## config.mk

```make
export PLATFORM = sky130hd
export DESIGN_NAME = otc_top
export DESIGN_NICKNAME = d
export VERILOG_FILES = /design/src/otc_pkg.sv /design/src/otc_top.sv
export SDC_FILE = /design/constraint.sdc
export NUM_CORES = 2
export LEC_CHECK = 0
export ABC_CLOCK_PERIOD_IN_PS = 10500
export BUFFER_PORTS_ARGS = -buffer_cell sky130_fd_sc_hd__clkbuf_2
export CAP_MARGIN = 20
export CORE_ASPECT_RATIO = 1.4
export CORE_MARGIN = 4
export CORE_UTILIZATION = 50
export CTS_BUF_LIST = sky130_fd_sc_hd__clkbuf_16
export DETAILED_ROUTE_END_ITERATION = 10
export PLACE_DENSITY = 0.65
export SLEW_MARGIN = 20
export SYNTH_ARGS = -nofsm -noshare
export SYNTH_HDL_FRONTEND = slang
export SYNTH_SLANG_ARGS = --single-unit
```

## constraint.sdc

```tcl
create_clock -name clk_sys_i -period 10.5 [get_ports clk_sys_i]
set_input_delay 0.525 -clock clk_sys_i [delete_from_list [all_inputs] [get_ports clk_sys_i]]
set_output_delay 0.525 -clock clk_sys_i [all_outputs]
set_load 0.005 [all_outputs]
```

## src/otc_pkg.sv

```systemverilog
// Package for the optical module transmit control and management logic.
// Assumes a single 25 MHz system clock and a synchronous active-high reset.
package otc_pkg;

  // Two-wire device addresses (7-bit form of the 8-bit bus addresses).
  localparam logic [6:0] ID_DEV_ADDR   = 7'h50;
  localparam logic [6:0] DIAG_DEV_ADDR = 7'h51;

  // Diagnostic page offsets.
  localparam logic [7:0] TEMP_MSB_OFS  = 8'h60;
  localparam logic [7:0] TEMP_LSB_OFS  = 8'h61;
  localparam logic [7:0] VCC_MSB_OFS   = 8'h62;
  localparam logic [7:0] VCC_LSB_OFS   = 8'h63;
  localparam logic [7:0] BIAS_MSB_OFS  = 8'h64;
  localparam logic [7:0] BIAS_LSB_OFS  = 8'h65;
  localparam logic [7:0] TXPWR_MSB_OFS = 8'h66;
  localparam logic [7:0] TXPWR_LSB_OFS = 8'h67;
  localparam logic [7:0] RXPWR_MSB_OFS = 8'h68;
  localparam logic [7:0] RXPWR_LSB_OFS = 8'h69;
  localparam logic [7:0] CTRL_STAT_OFS = 8'h6E;

  // Field positions inside the control and status byte.
  localparam int PIN_OFF_BIT  = 7;
  localparam int SOFT_OFF_BIT = 6;
  localparam int FAULT_BIT    = 2;
  localparam int LOS_BIT      = 1;

  // Reset values and the bit count that completes a byte.
  localparam logic       SOFT_OFF_RST = 1'b0;
  localparam logic       PIN_OFF_RST  = 1'b1;
  localparam logic [3:0] BIT_CNT_FULL = 4'h8;

  // Real-time monitor values, each a 16-bit word sent MSB first.
  typedef struct packed {
    logic [15:0] temperature;
    logic [15:0] supply_voltage;
    logic [15:0] laser_bias;
    logic [15:0] tx_power;
    logic [15:0] rx_power;
  } otc_monitor_t;

  typedef enum logic [2:0] {
    ST_IDLE = 3'h0,
    ST_ADDR = 3'h1,
    ST_ACK  = 3'h2,
    ST_WR   = 3'h3,
    ST_RD   = 3'h4,
    ST_RACK = 3'h5
  } otc_state_t;

endpackage

```

## src/otc_top.sv

```systemverilog
// Transmit control, laser fault latch and two-wire management memory.
// Assumes pins arrive asynchronous and the monitor words come from
// logic on clk_sys_i; the host provides pull-ups on SDA and fault.
//
// Overview of operation
// - Reads at bus address 0xA0 return a 256-byte identification memory.
// - Accesses at bus address 0xA2 reach a 256-byte diagnostic page.
// - Bias, transmit power, supply, temperature and rx power are readable.
// - A high transmit-off pin shuts the transmitter off and low allows it.
// - Cycling the transmit-off pin high then low resets the transmitter.
// - An undriven transmit-off pin counts as high and keeps the laser off.
// - Byte 110 bit 6 is a writable soft off and bit 7 reads the pin.
// - The transmitter is off when the soft bit or the pin is set.
// - A laser fault raises the fault output and turns the laser off.
// - The fault output is open collector, low when normal, high on fault.
// - The fault latches and clears only by a pin toggle or power cycle.
// - The fault state appears at byte 110 bit 2.
// - Transmit-off and loss-of-signal flags are mirrored in the page.
// - The signal-lost output is high on loss of light, also at bit 1.
`timescale 1ns/100ps
module otc_top (
  // Clock and reset.
  input  wire logic                  clk_sys_i,
  input  wire logic                  reset_i,
  // Host control pin and internal detectors.
  input  wire logic                  tx_off_pin_i,
  input  wire logic                  laser_fault_det_i,
  input  wire logic                  receive_signal_lost_det_i,
  input  wire otc_pkg::otc_monitor_t monitor_i,
  // Two-wire management bus.
  input  wire logic                  scl_i,
  input  wire logic                  sda_i,
  output logic                       sda_o,
  output logic                       sda_oe_n_o,
  // Transmitter and status outputs.
  output logic                       laser_disable_o,
  output logic                       tx_fault_o,
  output logic                       tx_fault_oe_n_o,
  output logic                       receive_signal_lost_o
);

  logic [7:0] id_mem   [0:255];
  logic [7:0] diag_mem [0:255];

  // Synchronisers for all pin and detector inputs.
  logic [1:0] scl_s_q, sda_s_q, off_s_q, flt_s_q, los_s_q;
  logic [1:0] scl_s_d, sda_s_d, off_s_d, flt_s_d, los_s_d;
  logic       scl_p_q, sda_p_q, off_p_q;

  // Control state.
  logic soft_off_q, soft_off_d;
  logic fault_q, fault_d;
  logic dis_q, dis_d;
  logic los_q, los_d;
  logic [7:0] stat_q, stat_d;

  // Two-wire slave state.
  otc_pkg::otc_state_t state_q, state_d;
  logic [7:0] shift_q, shift_d;
  logic [3:0] cnt_q, cnt_d;
  logic [7:0] ptr_q, ptr_d;
  logic       page_q, page_d;
  logic       rw_q, rw_d;
  logic       first_q, first_d;
  logic       oe_n_q, oe_n_d;

  logic       scl, sda, off_pin, scl_rise, scl_fall, start, stop;
  logic       off_rise, wr_en, wr_page;
  logic [7:0] wr_addr, wr_data, rdata;

  assign scl      = scl_s_q[1];
  assign sda      = sda_s_q[1];
  assign off_pin  = off_s_q[1];
  assign scl_rise = scl & ~scl_p_q;
  assign scl_fall = ~scl & scl_p_q;
  assign start    = scl & scl_p_q & ~sda & sda_p_q;
  assign stop     = scl & scl_p_q & sda & ~sda_p_q;
  assign off_rise = off_pin & ~off_p_q;

  always_comb begin
    scl_s_d = {scl_s_q[0], scl_i};
    sda_s_d = {sda_s_q[0], sda_i};
    off_s_d = {off_s_q[0], tx_off_pin_i};
    flt_s_d = {flt_s_q[0], laser_fault_det_i};
    los_s_d = {los_s_q[0], receive_signal_lost_det_i};
  end

  // Pin synchronisers start high so the laser stays off until released.
  always_ff @(posedge clk_sys_i) begin
    if (reset_i) begin
      scl_s_q <= 2'h3;
      sda_s_q <= 2'h3;
      off_s_q <= {otc_pkg::PIN_OFF_RST, otc_pkg::PIN_OFF_RST};
      flt_s_q <= 2'h0;
      los_s_q <= 2'h0;
      scl_p_q <= 1'b1;
      sda_p_q <= 1'b1;
      off_p_q <= otc_pkg::PIN_OFF_RST;
    end else begin
      scl_s_q <= scl_s_d;
      sda_s_q <= sda_s_d;
      off_s_q <= off_s_d;
      flt_s_q <= flt_s_d;
      los_s_q <= los_s_d;
      scl_p_q <= scl;
      sda_p_q <= sda;
      off_p_q <= off_pin;
    end
  end

  // Read data mux for the selected page.
  always_comb begin
    rdata = id_mem[ptr_q];
    if (page_q) begin
      unique case (ptr_q)
        otc_pkg::TEMP_MSB_OFS:  rdata = monitor_i.temperature[15:8];
        otc_pkg::TEMP_LSB_OFS:  rdata = monitor_i.temperature[7:0];
        otc_pkg::VCC_MSB_OFS:   rdata = monitor_i.supply_voltage[15:8];
        otc_pkg::VCC_LSB_OFS:   rdata = monitor_i.supply_voltage[7:0];
        otc_pkg::BIAS_MSB_OFS:  rdata = monitor_i.laser_bias[15:8];
        otc_pkg::BIAS_LSB_OFS:  rdata = monitor_i.laser_bias[7:0];
        otc_pkg::TXPWR_MSB_OFS: rdata = monitor_i.tx_power[15:8];
        otc_pkg::TXPWR_LSB_OFS: rdata = monitor_i.tx_power[7:0];
        otc_pkg::RXPWR_MSB_OFS: rdata = monitor_i.rx_power[15:8];
        otc_pkg::RXPWR_LSB_OFS: rdata = monitor_i.rx_power[7:0];
        otc_pkg::CTRL_STAT_OFS: rdata = stat_q;
        default:                rdata = diag_mem[ptr_q];
      endcase
    end
  end

  // Two-wire slave sequencing.
  always_comb begin
    state_d = state_q;
    shift_d = shift_q;
    cnt_d   = cnt_q;
    ptr_d   = ptr_q;
    page_d  = page_q;
    rw_d    = rw_q;
    first_d = first_q;
    oe_n_d  = oe_n_q;
    wr_en   = 1'b0;
    wr_page = page_q;
    wr_addr = ptr_q;
    wr_data = shift_q;
    if (stop) begin
      state_d = otc_pkg::ST_IDLE;
      oe_n_d  = 1'b1;
    end else if (start) begin
      state_d = otc_pkg::ST_ADDR;
      cnt_d   = 4'h0;
      oe_n_d  = 1'b1;
    end else begin
      unique case (state_q)
        otc_pkg::ST_IDLE: begin
          oe_n_d = 1'b1;
        end
        otc_pkg::ST_ADDR, otc_pkg::ST_WR: begin
          if (scl_rise) begin
            shift_d = {shift_q[6:0], sda};
            cnt_d   = cnt_q + 4'h1;
          end else if (scl_fall && cnt_q == otc_pkg::BIT_CNT_FULL) begin
            oe_n_d  = 1'b0;
            state_d = otc_pkg::ST_ACK;
            if (state_q == otc_pkg::ST_ADDR) begin
              rw_d    = shift_q[0];
              page_d  = (shift_q[7:1] == otc_pkg::DIAG_DEV_ADDR);
              first_d = 1'b1;
              if (shift_q[7:1] != otc_pkg::ID_DEV_ADDR &&
                  shift_q[7:1] != otc_pkg::DIAG_DEV_ADDR) begin
                oe_n_d  = 1'b1;
                state_d = otc_pkg::ST_IDLE;
              end
            end else if (first_q) begin
              ptr_d   = shift_q;
              first_d = 1'b0;
            end else begin
              wr_en = 1'b1;
              ptr_d = ptr_q + 8'h01;
            end
          end
        end
        otc_pkg::ST_RD: begin
          if (scl_fall) begin
            if (cnt_q == otc_pkg::BIT_CNT_FULL) begin
              oe_n_d  = 1'b1;
              state_d = otc_pkg::ST_RACK;
            end else begin
              shift_d = {shift_q[6:0], 1'b0};
              oe_n_d  = shift_q[6];
              cnt_d   = cnt_q + 4'h1;
            end
          end
        end
        otc_pkg::ST_ACK, otc_pkg::ST_RACK: begin
          if (scl_rise && state_q == otc_pkg::ST_RACK && sda) begin
            state_d = otc_pkg::ST_IDLE;
          end else if (scl_fall) begin
            cnt_d  = 4'h0;
            oe_n_d = 1'b1;
            if (rw_q) begin
              shift_d = rdata;
              oe_n_d  = rdata[7];
              cnt_d   = 4'h1;
              ptr_d   = ptr_q + 8'h01;
              state_d = otc_pkg::ST_RD;
            end else begin
              state_d = otc_pkg::ST_WR;
            end
          end
        end
        default: state_d = otc_pkg::ST_IDLE;
      endcase
    end
  end

  // Transmit control and fault latch.
  always_comb begin
    soft_off_d = soft_off_q;
    if (wr_en && wr_page && wr_addr == otc_pkg::CTRL_STAT_OFS) begin
      soft_off_d = wr_data[otc_pkg::SOFT_OFF_BIT];
    end
    // fault latch, pin toggle clears, new fault wins.
    fault_d = flt_s_q[1] | (fault_q & ~off_rise);
    dis_d = off_pin | soft_off_d | fault_d;
    los_d = los_s_q[1];
    stat_d = 8'h00;
    stat_d[otc_pkg::PIN_OFF_BIT]  = off_pin;
    stat_d[otc_pkg::SOFT_OFF_BIT] = soft_off_q;
    stat_d[otc_pkg::FAULT_BIT]    = fault_q;
    stat_d[otc_pkg::LOS_BIT]      = los_s_q[1];
  end

  always_ff @(posedge clk_sys_i) begin
    if (reset_i) begin
      state_q    <= otc_pkg::ST_IDLE;
      shift_q    <= 8'h00;
      cnt_q      <= 4'h0;
      ptr_q      <= 8'h00;
      page_q     <= 1'b0;
      rw_q       <= 1'b0;
      first_q    <= 1'b0;
      oe_n_q     <= 1'b1;
      soft_off_q <= otc_pkg::SOFT_OFF_RST;
      fault_q    <= 1'b0;
      dis_q      <= 1'b1;
      los_q      <= 1'b0;
      stat_q     <= 8'h00;
    end else begin
      state_q    <= state_d;
      shift_q    <= shift_d;
      cnt_q      <= cnt_d;
      ptr_q      <= ptr_d;
      page_q     <= page_d;
      rw_q       <= rw_d;
      first_q    <= first_d;
      oe_n_q     <= oe_n_d;
      soft_off_q <= soft_off_d;
      fault_q    <= fault_d;
      dis_q      <= dis_d;
      los_q      <= los_d;
      stat_q     <= stat_d;
    end
  end

  // Memory arrays hold no reset; the identification page is loaded by writes.
  always_ff @(posedge clk_sys_i) begin
    if (wr_en && !wr_page) begin
      id_mem[wr_addr] <= wr_data;
    end
    if (wr_en && wr_page) begin
      diag_mem[wr_addr] <= wr_data;
    end
  end

  // open collector fault, pulled low while no fault is latched.
  assign tx_fault_o            = 1'b0;
  assign tx_fault_oe_n_o       = fault_q;
  assign sda_o                 = 1'b0;
  assign sda_oe_n_o            = oe_n_q;
  assign laser_disable_o       = dis_q;
  assign receive_signal_lost_o = los_q;

endmodule

```

==> Implementation_results.wiki <==
{| class="wikitable"
! Metric !! Value
|-
| Post-Route Skew || 0.05296 ns
|-
| CP Class || reg -> reg
|-
| Cell accounting for the most synthesized area || sky130_fd_sc_hd__edfxtp_1
|-
| CTS H-Tree Depth || 5
|-
| Most common flop cell mapped by yosys || sky130_fd_sc_hd__edfxtp_1
|-
| Synth area leaders || sky130_fd_sc_hd__edfxtp_1 (76%), sky130_fd_sc_hd__mux4_2 (13%), sky130_fd_sc_hd__mux2i_1 (2.1%)
|-
| CTS root buffer || sky130_fd_sc_hd__clkbuf_16
|-
| Number of cells upsized or downsized after cts || 0
|-
| Cell types with the highest counts after synthesis || sky130_fd_sc_hd__edfxtp_1 (4096), sky130_fd_sc_hd__mux4_2 (950), sky130_fd_sc_hd__nor2_1 (601), sky130_fd_sc_hd__mux2i_1 (349), sky130_fd_sc_hd__clkbuf_1 (254)
|-
| Syn Inst Count || 7881
|-
| Critical path endpoint category || flip-flop
|-
| CTS tree || built
|-
| Drt drc || 0
|-
| Clock slew at reported path FFs || 0.07 ns
|-
| Number of max-cap violations || 0
|-
| Met3 layer wire length in the routed design || 44420 um
|-
| Async SR Flop Fraction || 0
|-
| Detailed-routed wire length on met2 || 233400 um
|-
| Power density cells || 176.4 mW/mm^2
|-
| Number of max-slew violations in the final report || 0
|-
| Gr ovfl total || 0
|-
| Number of placed I/O pins || 93
|-
| Number of buffers added by the clock tree synthesis step || 378
|-
| Number of cell instances on the worst register-to-register path || 11
|-
| Die X-Extent || 490.0 um
|-
| Number of global-route vias before repair || 84980
|-
| Sequential area share after synthesis || 0.7632
|-
| Number of nets with antenna violations after detailed routing || 0
|-
| Worst min-delay path endpoint || shift_q[0]
|-
| Area share of the largest cell type after synthesis || 0.7564
|-
| Longest Clk Path Bufs || 4
|-
| Number of synthesized flops with an enable pin || 4096
|-
| Most instantiated library cell after synthesis || sky130_fd_sc_hd__edfxtp_1
|-
| Detailed Place HPWL || 291900 um
|-
| Yosys reg bits || 4151
|-
| Endpoint of the worst-slack reg-to-reg timing path || shift_q[7]
|-
| DRT iter0 DRCs || 11510
|-
| Number of library cell types mapped by synthesis || 84
|-
| Initial Utilization || 0.5026
|-
| Count of buffers inserted at the top-level ports || 90
|-
| Path type of the worst min-delay path || in -> reg
|-
| Average via count per standard cell || 6.654
|-
| Reg2reg setup slack || 4.76 ns
|-
| Worst vdd ir || 0.0001851 V
|-
| Netlist area before placement || 0.1626 mm^2
|-
| Crit share post-route || 0.5470
|-
| Slew headroom || 0.1452
|-
| Sequential standard cell area || 0.1242 mm^2
|-
| Setup violators final || 0
|-
| Critical path data arrival time || 6.59 ns
|-
| Number of antenna violations at the first check in global routing || 25
|-
| Largest net degree at the start of global routing || 201
|-
| Leak || 58.16 nW
|-
| Sum of internal, switching and leakage power || 31.77 mW
|-
| Warnings, synthesis || 0
|-
| Hold depth || 3
|-
| Overall routed net length || 471800 um
|-
| Fraction of layout cells with a size suffix above 1 || 0.2289
|-
| Post-synthesis to final-layout area growth || 10.74%
|-
| Required time of the worst setup path || 11.34 ns
|-
| Shortest period the worst path allows || 5.744 ns
|-
| Metal-1 WL || 159700 um
|-
| Share of the core filled with cells in the final layout || 0.5565
|-
| Number of vias in the routed layout || 84130
|-
| Transition time at the pin with the least slew margin || 1.282 ns
|-
| Min-Delay Startpoint || reset_i
|-
| Unrepaired setup endpoints after global routing || no
|-
| Total count of hold-check failures in the final report || 0
|-
| DR WL/cell || 37.31 um
|-
| Area of combinational cells with multiple inputs || 0.03571 mm^2
|-
| Number of detailed-routing iterations run before antenna repair || 9
|-
| Layout filler cell count || 23690
|-
| FMAX || 174.1 MHz
|-
| GP Congestion || 0.8997
|-
| Core area || 0.3236 mm^2
|-
| Largest fanout on the critical path || 53
|-
| Post-Route Hold Slack || 0.2465 ns
|-
| Clock latency of the later-clocked register in the worst-skew pair || 0.94 ns
|-
| Std cell rows || 247
|-
| Net total in the final layout || 8174
|-
| GRT Resource Usage Total || 0.2795
|-
| Syn avg cell area || 20.63 um^2
|-
| Total Neg Setup Slack || 0 ns
|-
| Status || finished, final reports clean
|-
| Floorplan die height || 682.8 um
|-
| First-pass GRT wire length || 661400 um
|-
| Clock sink count || 4151
|-
| Total die area || 0.3345 mm^2
|-
| Kind of start point of the critical path || flip-flop
|-
| Top Metal Used || met5
|}
layout by cell type, fill, tap and decap left out, types with 15 or more instances in the layout:
master and n:
sky130_fd_sc_hd__nor2b_1 24, sky130_fd_sc_hd__buf_4 201, sky130_fd_sc_hd__clkinv_2 57, sky130_fd_sc_hd__a21oi_1 135, sky130_fd_sc_hd__clkinv_1 77, sky130_fd_sc_hd__nor2_1 587
sky130_fd_sc_hd__nand4_1 19, sky130_fd_sc_hd__diode_2 29, sky130_fd_sc_hd__nand3_1 76, sky130_fd_sc_hd__bufinv_16 41, sky130_fd_sc_hd__clkbuf_2 90, sky130_fd_sc_hd__o21ai_0 88
sky130_fd_sc_hd__a211oi_1 27, sky130_fd_sc_hd__a31oi_1 36, sky130_fd_sc_hd__clkbuf_16 386, sky130_fd_sc_hd__mux2i_1 348, sky130_fd_sc_hd__nand2b_1 21, sky130_fd_sc_hd__a221oi_1 23
sky130_fd_sc_hd__nor3_1 56, sky130_fd_sc_hd__edfxtp_1 4096, sky130_fd_sc_hd__o211ai_1 15, sky130_fd_sc_hd__dfxtp_1 39, sky130_fd_sc_hd__clkinvlp_4 26, sky130_fd_sc_hd__mux4_2 950
sky130_fd_sc_hd__nand2_1 161, sky130_fd_sc_hd__a22oi_1 110, sky130_fd_sc_hd__buf_12 20, sky130_fd_sc_hd__o221ai_1 110, sky130_fd_sc_hd__nor4_1 18, sky130_fd_sc_hd__and2_1 31
sky130_fd_sc_hd__o22ai_1 121, sky130_fd_sc_hd__inv_1 79
flip-flops by register name, summed over array words and instances (netlist names), 2 cells and up, named ones only:
| name | flops |
|---|---|
| shift_q | 8 |
| ptr_q | 8 |
| los_s_q | 2 |
| scl_s_q | 2 |
| off_s_q | 2 |
| flt_s_q | 2 |
| diag_mem | 2048 |
| sda_s_q | 2 |
| stat_q | 4 |
| cnt_q | 4 |
| state_q | 3 |
| id_mem | 2048 |
through the flow:
stage | instance area (um^2) | setup WS, ns | std cells
after CTS | 179800 | 4.713 | 12610
after detailed placement | 167600 | 4.802 | 11920
after global routing | 180000 | 4.680 | 12630
final | 180100 | 4.756 | 12640
after global placement | 167500 | 4.775 | 11920
after floorplan | 162600 | 1.915 | 7882
worst max-delay path: stages, from the launching register on:
cell	delay, ns
sky130_fd_sc_hd__dfxtp_4	0.67
sky130_fd_sc_hd__buf_4	0.55
sky130_fd_sc_hd__buf_4	0.82
sky130_fd_sc_hd__buf_4	0.73
sky130_fd_sc_hd__mux4_2	0.34
sky130_fd_sc_hd__mux2_2	0.16
sky130_fd_sc_hd__o22ai_1	0.16
sky130_fd_sc_hd__o311a_1	0.37
sky130_fd_sc_hd__nor4_1	0.92
sky130_fd_sc_hd__o21ai_0	0.43
sky130_fd_sc_hd__a21boi_1	0.26
sky130_fd_sc_hd__a31oi_1	0.18
cell type report:
| cell class | instances | area share |
|---|---|---|
| Inverter | 16 | 0.0004308 |
| Clock inverter | 295 | 0.01406 |
| Clock buffer | 386 | 0.05364 |
| Sequential cell | 4151 | 0.6894 |
| Timing Repair Buffer | 326 | 0.01433 |
| Antenna cell | 29 | 0.0004030 |
| Multi-Input combinational cell | 3208 | 0.1983 |
| Tap cell | 4233 | 0.02941 |
per-layer routing:
layer	GRT usage	vias to the layer above
met4	0.1724	10
met1	0.3416	44380
met3	0.05394	1232
li1	-	33280
met5	0	-
met2	0.4640	5237
power breakdown:
part | total (mW) | internal, mW | switching (mW)
Clock | 13.8 | 7.69 | 6.10
Sequential | 17.9 | 17.9 | 0.00690
Combinational | 0.0538 | 0.0190 | 0.0348
timing repair:
action,in CTS,in global routing
setup buffers,0,0
hold endpoints to repair,5,0
hold buffers,5,0
logic make-up (layout without fill, tap and decap cells):
family / count (synthesis) / after routing / share of synthesized area
AO/OA/AOI/OAI: 776 / 776 / 0.03312
AND/OR/NAND/NOR: 1117 / 1117 / 0.03040
other: 1 / 31 / 0.00002306
multiplexers: 1306 / 1306 / 0.1536
adder cells (fa/ha/maj): 6 / 6 / 0.0004617
XOR/XNOR: 1 / 1 / 0.00005387
buffers and inverters: 523 / 1023 / 0.01914
flip-flops: 4151 / 4151 / 0.7632
worst max path at each step:
| stage | from | to | slack [ns] | depth (start not counted) |
|---|---|---|---|---|
| after floorplan | shift_q[0] | shift_q[0] | 1.91 | 5 |
| after global placement | flip-flop | shift_q[7] | 4.78 | 11 |
| after detailed placement | flip-flop | shift_q[3] | 4.80 | 10 |
| after CTS | flip-flop | shift_q[3] | 4.71 | 10 |
| after global routing | flip-flop | shift_q[3] | 4.68 | 10 |
| final | flip-flop | shift_q[7] | 4.76 | 11 |
Note: power is estimated with default switching activity, not from simulation.
